<file path="config.mk">
export PLATFORM = sky130hd
export DESIGN_NAME = spi_eeprom_device_flat
export DESIGN_NICKNAME = d
export VERILOG_FILES = /design/src/logic/spi_eeprom_pkg.sv /design/src/logic/spi_link_if.sv /design/src/logic/spi_eeprom_device.sv /design/src/flat_wrapper.sv
export SDC_FILE = /design/constraint.sdc
export NUM_CORES = 2
export LEC_CHECK = 0
export BUFFER_PORTS_ARGS = -buffer_cell sky130_fd_sc_hd__buf_2
export CAP_MARGIN = 10
export CELL_PAD_IN_SITES_DETAIL_PLACEMENT = 1
export CELL_PAD_IN_SITES_GLOBAL_PLACEMENT = 1
export CORE_MARGIN = 2
export CORE_UTILIZATION = 51
export CTS_BUF_LIST = sky130_fd_sc_hd__clkbuf_16
export CTS_CLUSTER_SIZE = 40
export DETAILED_ROUTE_END_ITERATION = 6
export GPL_TIMING_DRIVEN = 0
export PLACE_DENSITY = 0.77
export SETUP_SLACK_MARGIN = 0.4
export SYNTH_ARGS = -nofsm -noshare
export SYNTH_HDL_FRONTEND = slang
export SYNTH_SLANG_ARGS = --single-unit
</file>
<file path="constraint.sdc">
create_clock -name clock -period 3.06 [get_ports clock]
set_input_delay 0.306 -clock clock [delete_from_list [all_inputs] [get_ports clock]]
set_output_delay 0.306 -clock clock [all_outputs]
set_load 0.01 [all_outputs]
</file>
<file path="src/logic/spi_eeprom_pkg.sv">
// shared constants and types for the serial eeprom link
`default_nettype none
package spi_eeprom_pkg;
  localparam int CLOCK_HZ = 100_000_000;
  localparam int WRITE_TIME_MS = 5;
  localparam int WRITE_CYCLES = (WRITE_TIME_MS * (CLOCK_HZ / 1000));
  localparam int TIMER_W = 20;
  // host sck half period in clocks; long enough to cover both synchronisers
  localparam int SCK_HALF = 16;
  localparam int HALF_W = 5;
  localparam int ADDR_W = 7;
  localparam int MEM_DEPTH = 128;
  localparam logic [7:0] OP_WRSR = 8'h01;
  localparam logic [7:0] OP_WRITE = 8'h02;
  localparam logic [7:0] OP_READ = 8'h03;
  localparam logic [7:0] OP_WRDI = 8'h04;
  localparam logic [7:0] OP_RDSR = 8'h05;
  localparam logic [7:0] OP_WREN = 8'h06;
  localparam int ST_BUSY = 0;
  localparam int ST_WEL = 1;
  localparam int ST_BP_LO = 2;
  localparam int ST_BP_HI = 3;
  localparam logic [1:0] BP_NONE = 2'h0;
  localparam logic [1:0] BP_QUARTER = 2'h1;
  localparam logic [1:0] BP_HALF = 2'h2;
  localparam logic [1:0] BP_ALL = 2'h3;
  localparam int IN_CS = 0;
  localparam int IN_SCK = 1;
  localparam int IN_SI = 2;
  localparam int IN_WP = 3;
  localparam int IN_HOLD = 4;
  localparam int NUM_IN = 5;
  // deselected, clock low, protect and suspend inactive
  localparam logic [NUM_IN-1:0] SYNC_RESET = 5'h19;
  localparam logic [2:0] LAST_BIT = 3'h7;
  typedef enum logic [2:0] {
    PH_OP = 3'b000,
    PH_ADDR = 3'b001,
    PH_WDATA = 3'b010,
    PH_RDATA = 3'b011,
    PH_WSR = 3'b100,
    PH_DONE = 3'b101
  } phase_t;
  typedef enum logic [2:0] {
    H_IDLE = 3'b000,
    H_LOW = 3'b001,
    H_HIGH = 3'b010,
    H_NEXT = 3'b011,
    H_HOLD = 3'b100
  } host_state_t;
endpackage : spi_eeprom_pkg
`default_nettype wire

</file>
<file path="src/logic/spi_link_if.sv">
// spi link between the bus master and the eeprom front end
`timescale 1ns/1ps
`default_nettype none
interface spi_link_if;
  logic cs_n;
  logic sck;
  logic si;
  logic so;
  logic so_oe;
  logic wp_n;
  logic hold_n;
  logic so_line;
  // released output floats high through a pull-up
  assign so_line = so_oe ? so : 1'b1;
  modport device (input cs_n, input sck, input si, input wp_n, input hold_n, output so, output so_oe);
  modport host (output cs_n, output sck, output si, output wp_n, output hold_n, input so_line);
endinterface : spi_link_if
`default_nettype wire

</file>
<file path="src/logic/spi_eeprom_device.sv">
// eeprom end of the spi link: sampler, command engine, array and write timer
// Summary of operation
// - mode 0 and mode 3 both work
// - accepted write completes alone within 5 ms
// - block protect quarter, half or whole array
// - selected only while chip select low
// - deselected: input ignored, output released
// - master selects once before first command
// - chip select pulled up during power-up
// - output bit changes after falling sck
// - input bit sampled on rising sck
// - all inbound bits travel on serial input
// - protect pin high allows reads and writes
// - protect pin low refuses all writes
// - protect drop while selected abandons write
// - started internal write ignores protect pin
// - suspend acts only mid-sequence while selected
// - suspend keeps partial sequence intact
// - master enters suspend with sck low
// - master leaves suspend with sck low
// - sck edges during suspend are ignored
// - suspended: input ignored, output released
`timescale 1ns/1ps
`default_nettype none
module spi_eeprom_device #(
  parameter int WRITE_CYCLES = spi_eeprom_pkg::WRITE_CYCLES
) (
  // clock and reset
  input wire logic clock,
  input wire logic reset,
  // link
  spi_link_if.device link,
  // state seen by the user side
  output logic write_busy,
  output logic suspended
);
  localparam int N = spi_eeprom_pkg::NUM_IN;
  localparam int AW = spi_eeprom_pkg::ADDR_W;
  localparam int TW = spi_eeprom_pkg::TIMER_W;

  logic [N-1:0] pins;
  logic [N-1:0] s1, s2, s3, filt;
  logic [7:0] mem [spi_eeprom_pkg::MEM_DEPTH];

  spi_eeprom_pkg::phase_t phase, next_phase;
  logic [2:0] bitcnt, next_bitcnt;
  logic [7:0] sreg, next_sreg;
  logic [7:0] out_sreg, next_out_sreg;
  logic [7:0] opcode, next_opcode;
  logic [AW-1:0] addr, next_addr;
  logic so_q, next_so_q;
  logic so_en, next_so_en;
  logic paused, next_paused;
  logic sck_prev, next_sck_prev;
  logic wel, next_wel;
  logic [1:0] bp, next_bp;
  logic pend_valid, next_pend_valid;
  logic pend_sr, next_pend_sr;
  logic [7:0] pend_data, next_pend_data;
  logic [AW-1:0] pend_addr, next_pend_addr;
  logic busy, next_busy;
  logic [TW-1:0] timer, next_timer;
  logic mem_we;
  logic selected, sck_f, si_f, wp_high, hold_high, rise, fall;
  logic [7:0] status, byte_in;
  logic [AW-1:0] addr_inc;

  assign pins = {link.hold_n, link.wp_n, link.si, link.sck, link.cs_n};

  // three-stage sampler; a change counts once stages two and three agree
  generate
    for (genvar i = 0; i < N; i++) begin : g_sync
      always_ff @(posedge clock or posedge reset) begin
        if (reset) begin
          s1[i] <= spi_eeprom_pkg::SYNC_RESET[i];
          s2[i] <= spi_eeprom_pkg::SYNC_RESET[i];
          s3[i] <= spi_eeprom_pkg::SYNC_RESET[i];
          filt[i] <= spi_eeprom_pkg::SYNC_RESET[i];
        end else begin
          s1[i] <= pins[i];
          s2[i] <= s1[i];
          s3[i] <= s2[i];
          if (s2[i] == s3[i]) begin
            filt[i] <= s3[i];
          end
        end
      end
    end
  endgenerate

  // starts deselected so the first frame needs a real falling select
  assign selected = ~filt[spi_eeprom_pkg::IN_CS];
  assign sck_f = filt[spi_eeprom_pkg::IN_SCK];
  assign si_f = filt[spi_eeprom_pkg::IN_SI];
  assign wp_high = filt[spi_eeprom_pkg::IN_WP];
  assign hold_high = filt[spi_eeprom_pkg::IN_HOLD];
  // edges only, never levels, so mode 3 idle-high clock is harmless
  assign rise = sck_f & ~sck_prev;
  assign fall = ~sck_f & sck_prev;
  assign byte_in = {sreg[6:0], si_f};
  assign addr_inc = addr + 1'b1;

  always_comb begin
    status = 8'h00;
    status[spi_eeprom_pkg::ST_BUSY] = busy;
    status[spi_eeprom_pkg::ST_WEL] = wel;
    status[spi_eeprom_pkg::ST_BP_HI:spi_eeprom_pkg::ST_BP_LO] = bp;
  end

  function automatic logic is_protected(input logic [1:0] level, input logic [AW-1:0] a);
    logic result;
    result = 1'b0;
    case (level)
      spi_eeprom_pkg::BP_QUARTER: result = &a[AW-1:AW-2];
      spi_eeprom_pkg::BP_HALF: result = a[AW-1];
      spi_eeprom_pkg::BP_ALL: result = 1'b1;
      default: result = 1'b0;
    endcase
    return result;
  endfunction : is_protected

  always_comb begin
    next_phase = phase;
    next_bitcnt = bitcnt;
    next_sreg = sreg;
    next_out_sreg = out_sreg;
    next_opcode = opcode;
    next_addr = addr;
    next_so_q = so_q;
    next_so_en = so_en;
    next_paused = paused;
    next_sck_prev = sck_f;
    next_wel = wel;
    next_bp = bp;
    next_pend_valid = pend_valid;
    next_pend_sr = pend_sr;
    next_pend_data = pend_data;
    next_pend_addr = pend_addr;
    next_busy = busy;
    next_timer = timer;
    mem_we = 1'b0;
    // self-timed cycle runs on the system clock, no sck needed
    if (busy) begin
      if (timer == TW'(WRITE_CYCLES - 1)) begin
        next_busy = 1'b0;
        next_pend_valid = 1'b0;
        next_wel = 1'b0;
        mem_we = ~pend_sr;
        if (pend_sr) begin
          next_bp = pend_data[spi_eeprom_pkg::ST_BP_HI:spi_eeprom_pkg::ST_BP_LO];
        end
      end else begin
        next_timer = timer + 1'b1;
      end
    end
    if (!selected) begin
      next_phase = spi_eeprom_pkg::PH_OP;
      next_bitcnt = 3'h0;
      next_paused = 1'b0;
      next_so_en = 1'b0;
      if (pend_valid && !busy) begin
        if (wp_high) begin
          next_busy = 1'b1;
          next_timer = '0;
        end else begin
          next_pend_valid = 1'b0;
        end
      end
    end else begin
      // a write still being shifted in dies with the protect pin
      if (!wp_high && !busy) begin
        next_pend_valid = 1'b0;
        if (phase == spi_eeprom_pkg::PH_WDATA || phase == spi_eeprom_pkg::PH_WSR ||
            (phase == spi_eeprom_pkg::PH_ADDR && opcode == spi_eeprom_pkg::OP_WRITE)) begin
          next_phase = spi_eeprom_pkg::PH_DONE;
        end
      end
      if (paused) begin
        next_paused = !(hold_high && !sck_f);
      end else begin
        next_paused = !hold_high && !sck_f && (bitcnt != 3'h0 || phase != spi_eeprom_pkg::PH_OP);
      end
      // no shifting at all while suspended, state simply waits
      if (!paused) begin
        if (fall) begin
          next_so_q = out_sreg[7];
          next_out_sreg = {out_sreg[6:0], 1'b0};
          next_so_en = (phase == spi_eeprom_pkg::PH_RDATA);
        end
        if (rise) begin
          next_sreg = byte_in;
          next_bitcnt = bitcnt + 1'b1;
          if (bitcnt == spi_eeprom_pkg::LAST_BIT) begin
            unique case (phase)
              spi_eeprom_pkg::PH_OP: begin
                next_opcode = byte_in;
                next_phase = spi_eeprom_pkg::PH_DONE;
                if (byte_in == spi_eeprom_pkg::OP_RDSR) begin
                  next_out_sreg = status;
                  next_phase = spi_eeprom_pkg::PH_RDATA;
                end else if (!busy) begin
                  if (byte_in == spi_eeprom_pkg::OP_READ) begin
                    next_phase = spi_eeprom_pkg::PH_ADDR;
                  end else if (byte_in == spi_eeprom_pkg::OP_WRITE && wel && wp_high) begin
                    next_phase = spi_eeprom_pkg::PH_ADDR;
                  end else if (byte_in == spi_eeprom_pkg::OP_WRSR && wel && wp_high) begin
                    next_phase = spi_eeprom_pkg::PH_WSR;
                  end else if (byte_in == spi_eeprom_pkg::OP_WREN) begin
                    next_wel = 1'b1;
                  end else if (byte_in == spi_eeprom_pkg::OP_WRDI) begin
                    next_wel = 1'b0;
                  end
                end
              end
              spi_eeprom_pkg::PH_ADDR: begin
                next_addr = byte_in[AW-1:0];
                if (opcode == spi_eeprom_pkg::OP_READ) begin
                  next_out_sreg = mem[byte_in[AW-1:0]];
                  next_phase = spi_eeprom_pkg::PH_RDATA;
                end else begin
                  next_phase = spi_eeprom_pkg::PH_WDATA;
                end
              end
              spi_eeprom_pkg::PH_WDATA: begin
                // one byte per frame; later bytes are dropped
                if (!is_protected(bp, addr) && wp_high) begin
                  next_pend_valid = 1'b1;
                  next_pend_sr = 1'b0;
                  next_pend_data = byte_in;
                  next_pend_addr = addr;
                end
                next_phase = spi_eeprom_pkg::PH_DONE;
              end
              spi_eeprom_pkg::PH_WSR: begin
                next_pend_valid = 1'b1;
                next_pend_sr = 1'b1;
                next_pend_data = byte_in;
                next_phase = spi_eeprom_pkg::PH_DONE;
              end
              spi_eeprom_pkg::PH_RDATA: begin
                if (opcode == spi_eeprom_pkg::OP_READ) begin
                  next_addr = addr_inc;
                  next_out_sreg = mem[addr_inc];
                end else begin
                  next_out_sreg = status;
                end
              end
              spi_eeprom_pkg::PH_DONE: begin
                next_phase = spi_eeprom_pkg::PH_DONE;
              end
              default: next_phase = spi_eeprom_pkg::PH_DONE;
            endcase
          end
        end
      end
    end
  end

  always_ff @(posedge clock or posedge reset) begin
    if (reset) begin
      phase <= spi_eeprom_pkg::PH_OP;
      bitcnt <= 3'h0;
      sreg <= 8'h00;
      out_sreg <= 8'h00;
      opcode <= 8'h00;
      addr <= '0;
      so_q <= 1'b0;
      so_en <= 1'b0;
      paused <= 1'b0;
      sck_prev <= 1'b0;
      wel <= 1'b0;
      bp <= spi_eeprom_pkg::BP_NONE;
      pend_valid <= 1'b0;
      pend_sr <= 1'b0;
      pend_data <= 8'h00;
      pend_addr <= '0;
      busy <= 1'b0;
      timer <= '0;
    end else begin
      phase <= next_phase;
      bitcnt <= next_bitcnt;
      sreg <= next_sreg;
      out_sreg <= next_out_sreg;
      opcode <= next_opcode;
      addr <= next_addr;
      so_q <= next_so_q;
      so_en <= next_so_en;
      paused <= next_paused;
      sck_prev <= next_sck_prev;
      wel <= next_wel;
      bp <= next_bp;
      pend_valid <= next_pend_valid;
      pend_sr <= next_pend_sr;
      pend_data <= next_pend_data;
      pend_addr <= next_pend_addr;
      busy <= next_busy;
      timer <= next_timer;
    end
  end

  // array has no reset; contents are unknown until written
  always_ff @(posedge clock) begin
    if (mem_we) begin
      mem[pend_addr] <= pend_data;
    end
  end

  assign link.so = so_q;
  assign link.so_oe = so_en & selected & ~paused;
  assign write_busy = busy;
  assign suspended = paused;
endmodule : spi_eeprom_device
`default_nettype wire

</file>
<file path="src/flat_wrapper.sv">
// flat-port wrapper written by rule: the top's interface ports become plain ports
module spi_eeprom_device_flat 
#(
  parameter int WRITE_CYCLES = spi_eeprom_pkg::WRITE_CYCLES
)
  (clock, reset, write_busy, suspended, link_cs_n, link_sck, link_si, link_wp_n, link_hold_n, link_so, link_so_oe);
  spi_link_if link_i ();
  input wire logic clock;
  input wire logic reset;
  output logic write_busy;
  output logic suspended;
  input wire logic [$bits(link_i.cs_n)-1:0] link_cs_n;
  input wire logic [$bits(link_i.sck)-1:0] link_sck;
  input wire logic [$bits(link_i.si)-1:0] link_si;
  input wire logic [$bits(link_i.wp_n)-1:0] link_wp_n;
  input wire logic [$bits(link_i.hold_n)-1:0] link_hold_n;
  output wire logic [$bits(link_i.so)-1:0] link_so;
  output wire logic [$bits(link_i.so_oe)-1:0] link_so_oe;
  assign link_i.cs_n = link_cs_n;
  assign link_i.sck = link_sck;
  assign link_i.si = link_si;
  assign link_i.wp_n = link_wp_n;
  assign link_i.hold_n = link_hold_n;
  assign link_so = link_i.so;
  assign link_so_oe = link_i.so_oe;
  spi_eeprom_device #(.WRITE_CYCLES(WRITE_CYCLES)) u_core (.clock(clock), .reset(reset), .link(link_i), .write_busy(write_busy), .suspended(suspended));
endmodule
</file>
Word-level counts from Yosys, hierarchy flattened
Memory sizes are Yosys's and may differ from the RTL's.
Index checks and enable logic that the tools add are counted.

cells by class
  $add $sub $neg = 3
  equality and inequality tests = 25
  mux-type cells = 79
  bitwise operators = 9
  reductions and logical operators = 38

operators by type and width
  operator                                                            number
  20-bit 2-to-1 mux                                                   5
  8-bit 2-to-1 mux                                                    7
  1-bit 2-to-1 mux                                                    46
  3-bit 2-to-1 mux                                                    13
  8-bit by 2-bit == test with 1-bit output (second input constant)    4
  8-bit by 3-bit == test with 1-bit output (second input constant)    3
  8-bit one-hot mux with 3 select lines                               1
  20-bit by 1-bit adder with 20-bit output (second input constant)    1
  20-bit by 19-bit == test with 1-bit output (second input constant)  1
  6-bit AND reduction                                                 3
  8-bit one-hot mux with 2 select lines                               1
  7-bit one-hot mux with 2 select lines                               1
  1-bit logical AND                                                   11
  3-bit one-hot mux with 3 select lines                               1
  3-bit AND reduction                                                 3
  8-bit by 1-bit == test with 1-bit output (second input constant)    1
  2-bit AND reduction                                                 4
  2-bit nonzero test                                                  4
  7-bit by 1-bit adder with 7-bit output (second input constant)      1
  7-bit 2-to-1 mux                                                    1
  3-bit by 2-bit == test with 1-bit output (second input constant)    2
  3-bit == test (second input constant)                               2
  1-bit zero test                                                     6
  3-bit nonzero test                                                  2
  14 further kinds                                                    30

storage, ports and cells
  flip-flop bits (word level) = 101
  bits in writable memories = 1024
  input port bits = 7
  output and inout bits = 4
  logic and storage cells = 193
  memories kept = 1

memories
  name        depth  width  read ports  clocked after Yosys merged registers in  write ports  line                     text
  u_core.mem  128    8      2           0                                        1            spi_eeprom_device.sv:43  logic [7:0] mem [spi_eeprom_pkg::MEM_DEPTH];

Logic depth before layout (Yosys ltp)
  depth in word-level cells = 15
  gate-level depth with buffers = 13
  depth with buffers taken out = 8

Least setup slack after synthesis
No wires, ideal clock.

  path type = register -> register
  start point = register u_core.timer[7]
  end point = memory u_core.mem[103][0] (enable)
  setup time = 0.370 ns
  data arrival time = 2.546 ns
  data required time = 2.690 ns
  path slack = 0.143 ns
  cell stages (with the launch flop) = 8
  path buffers = 1
  clock period less this slack = 2.917 ns
  cell sequence = dfrtp_1 > or4_1 > nor4_1 > nand2_1 > nor3b_1 > nand3_1 > clkbuf_1 > nor2_1

between the ends
  word-level cells in the longest chain between the ends = 5

ends and longest elaborated chain
  what                                        line                      text
  start: declaration                          spi_eeprom_device.sv:62   logic [TW-1:0] timer, next_timer;
  start signal: assignment                    spi_eeprom_device.sv:297  timer <= next_timer;
  20-bit by 19-bit == test with 1-bit output  spi_eeprom_device.sv:144  if (timer == TW'(WRITE_CYCLES - 1)) begin
  1-bit 2-to-1 mux                            spi_eeprom_device.sv:144
  1-bit 2-to-1 mux                            spi_eeprom_device.sv:143  if (busy) begin
  1-bit 2-to-1 mux                            spi_eeprom_device.sv:303  if (mem_we) begin
  1-bit 2-to-1 mux (implied by the code)      spi_eeprom_device.sv:304  mem[pend_addr] <= pend_data;
  end: declaration                            spi_eeprom_device.sv:43

No other way between the ends.

Worst setup path in the final report
  start point = register u_core.addr[0]
  end point = register u_core.out_sreg[1]

between the ends
  word-level cells in the longest chain between the ends = 6

ends and longest elaborated chain
  what                                    line                      text
  start: declaration                      spi_eeprom_device.sv:50   logic [AW-1:0] addr, next_addr;
  start signal: assignment                spi_eeprom_device.sv:285  addr <= next_addr;
  7-bit by 1-bit adder with 7-bit output  spi_eeprom_device.sv:101  assign addr_inc = addr + 1'b1;
  memory 128 x 8 bit                      -
  8-bit 2-to-1 mux                        spi_eeprom_device.sv:241  if (opcode == spi_eeprom_pkg::OP_READ) begin
  8-bit one-hot mux with 3 select lines   spi_eeprom_device.sv:194  unique case (phase)
  8-bit 2-to-1 mux                        spi_eeprom_device.sv:193  if (bitcnt == spi_eeprom_pkg::LAST_BIT) begin
  8-bit 2-to-1 mux                        spi_eeprom_device.sv:190  if (rise) begin
  end signal: assignment                  spi_eeprom_device.sv:283  out_sreg <= next_out_sreg;
  end: declaration                        spi_eeprom_device.sv:48   logic [7:0] out_sreg, next_out_sreg;

No other way between the ends.
A chain may end at the register's enable or synchronous reset.

==> qor.txt <==
Clock slew at reported path FFs = 70 ps
Failing checks = design-rule violations, negative setup slack
First-pass GRT wire length = 323 mm
RSZ-0062 raised after global routing = yes
Vias = 37791
FF+latch area = 33300 um2
Slew headroom = 20.1%
Worst setup SP type = flop
P&R area growth vs syn = 27.0%
Power per cell area = 611 nW/um2
GRT Util Overall = 46.2%
Fin. Hold Viols = 0
Most common cell after layout, fill and taps aside = edfxtp_1
Post-route clock skew = 70.4 ps
Die X = 325 um
Final WL = 251 mm
Status = complete, but fails checks
Antenna violations before repair = 26
Largest net degree at the start of global routing = 102
DR vias/cell = 8.05
Tmin final = 3660 ps
Mapped Avg Cell Area = 19.0 um2
HP Class = in -> reg
Synth cell types = 75
Syn_nets = 2778
Iter 0 DRT Violations = 7316
Placeable Area = 102000 um2
H-tree depth = 3
CTS Buf Count = 116
Sink Count = 1125
I/O Buffers = 10
CP Capture Type = flop
Die Y = 325 um
Hold_ws = 226 ps
Post-DP HPWL = 157 mm
Post-synthesis cell count = 2766
# Max-Cap Violations = 0
TritonRoute pass-1 iters = 7
Vias in the first global route = 36148
DR DRC count = 1
Starting Density = 51.6%
Total Nets Final = 3218
GRT overflow = 0
Crit path required time = 3670 ps
Peak VDD IR = 0.544 mV
Post-route clock period utilization = 120%
Skew-Pair Late Insertion Delay = 790 ps
Ratio of cells with drive above 1 in the final layout = 47.2%
Clock tree from TritonCTS = yes
Most used DFF post-synth = edfxtp_1
Root Buffer = clkbuf_16
Drt wl/cell = 53.5 um
Site row count = 117
Area occupied by multi-input gates = 20300 um2
Fmax = 273 MHz
Slew Viols, Final = 0
Setup CP Type = reg -> reg
DRT antenna net count = 0
Number of synthesized register bits = 1125
Crit Path Max Fanout = 10
Synth async-reset ratio = 8.98%
Mapped Area = 52600 um2
Die ar. = 106000 um2
Commonest cells after routing, fill and taps aside = 1024 x edfxtp_1, 582 x mux4_2, 149 x buf_12
Static Leak = 22.5 nW
GP Congestion = 1.06
FILL cells = 8190
Sequential element share of the synthesized area = 63.2%
Setup tns final = -13790 ps
Number of synthesized flops with an enable pin = 1024
Final worst slack = -602 ps
Synth Warn # = 0
Worst Path Arrival = 4270 ps
# IOs = 11
Endpoints failing setup = 272
Clock buffer depth = 3
Worst Tran Pin Value = 1190 ps
[what timing repair did]
item,CTS,global route
endpoints found under the hold margin,32,0
setup buffers,149,114
resized for setup,764,143
endpoints found under the setup margin,1065,1049
pin swaps,101,66
hold buffers,6,0
gates cloned,4,3
[registers in the layout, summed over array words and instances, names as in the netlist, 3 cells and up]
register and count:
u_core.mem 1024, u_core.timer 20, u_core.opcode 8, u_core.out_sreg 8, u_core.pend_data 8, u_core.addr 7, u_core.pend_addr 7, u_core.sreg 7
u_core.s1 5, u_core.s2 5, u_core.s3 5, u_core.bitcnt 3, u_core.phase 3
[Yosys cell counts, types with 12 or more instances]
master,count,area [um2]
a22oi_1,28,210
buf_6,16,180
xor2_1,13,114
inv_1,13,48.8
dfrtp_1,89,2230
clkbuf_1,68,255
nor2_1,185,694
o221ai_1,14,123
nor2b_1,20,125
buf_4,33,248
nand3_1,45,225
buf_1,13,48.8
o21ai_0,44,220
mux4_2,582,13100
nor3_1,20,100
a21oi_1,31,155
buf_2,59,295
mux2i_1,77,771
o22ai_1,16,100
mux2_2,27,304
nand2_1,147,552
edfxtp_1,1024,30700
a211oi_1,13,97.6
dfstp_2,12,315
[worst max-delay path, stage by stage, from the launching register on]
cell and delay [ps]:
dfrtp_2 450, ha_4 230, xor2_2 570, clkbuf_8 420, clkbuf_4 480, mux2i_2 330
mux2i_1 180, a32oi_1 270, o211ai_1 190, a21oi_2 250, a31oi_1 100
[power by group]
| group | switching, W | internal [W] |
|---|---|---|
| registers | 0.000104 | 0.0166 |
| logic | 0.00611 | 0.00280 |
| clock network | 0.00657 | 0.00861 |
[path summary, 6_finish.rpt]
path | from | endpoint | slack (ps) | depth (start not counted)
min in group asynchronous | reset | u_core.addr[3]$_DFFE_PP0P_ | 270 | 3
worst min-delay path | link_si | u_core.s1[2]$_DFF_PP0_ | 230 | 2
worst max-delay path | u_core.addr[0]$_DFFE_PP0P_ | u_core.out_sreg[1]$_DFFE_PP0P_ | -600 | 10
worst min register to register | u_core.s1[0]$_DFF_PP1_ | u_core.s2[0]$_DFF_PP1_ | 360 | 0
worst max register to register | u_core.addr[0]$_DFFE_PP0P_ | u_core.out_sreg[1]$_DFFE_PP0P_ | -600 | 10
max in group asynchronous | reset | u_core.s2[3]$_DFF_PP1_ | 1830 | 5
[metrics by stage]
step	util, %	instance area, um2	setup WS [ps]	power (W)	cells
3_5_place_dp	54.2	55300	-2870	0.0238	4179
4_1_cts	63.4	64700	-263	0.0395	4556
3_3_place_gp	53.6	54700	-3030	0.0236	4144
6_report	65.5	66800	-602	0.0408	4693
5_1_grt	65.5	66800	-500	0.0409	4675
2_1_floorplan	-	52900	191	0.0200	2766
[layout make-up]
| type | count | area share, % |
|---|---|---|
| Sequential cell | 1125 | 49.9 |
| Clock inverter | 100 | 1.54 |
| Multi-Input combinational cell | 1436 | 30.3 |
| Tap cell | 1368 | 2.56 |
| Inverter | 16 | 0.109 |
| Antenna cell | 19 | 0.0711 |
| Timing Repair Buffer | 322 | 6.77 |
| Clock buffer | 118 | 4.42 |
| Buffer | 189 | 4.38 |
[logic make-up (layout without fill, tap and decap cells)]
kind of cell / Yosys count / after routing / share of synthesized area, %
XOR/XNOR: 21 / 21 / 0.364
buffers and inverters: 205 / 745 / 2.07
other: 0 / 19 / 0
flip-flops: 1125 / 1125 / 63.2
multiplexers: 686 / 686 / 26.9
adder cells (fa/ha/maj): 10 / 10 / 0.214
AO/OA/AOI/OAI: 226 / 226 / 2.98
AND/OR/NAND/NOR: 493 / 493 / 4.20
[layer usage]
metal  part of all wire [%]  vias to the layer above  wire [um]  track usage (%)
met4                    9.7                       20      24500             34.6
met1                     32                    19633      79200             56.8
li1                       -                    12696          -                -
met3                     17                     1235      41500             20.5
met5                  0.050                        -        126                0
met2                     42                     4207     106000             64.4
Note: power is estimated with default switching activity, not from simulation.
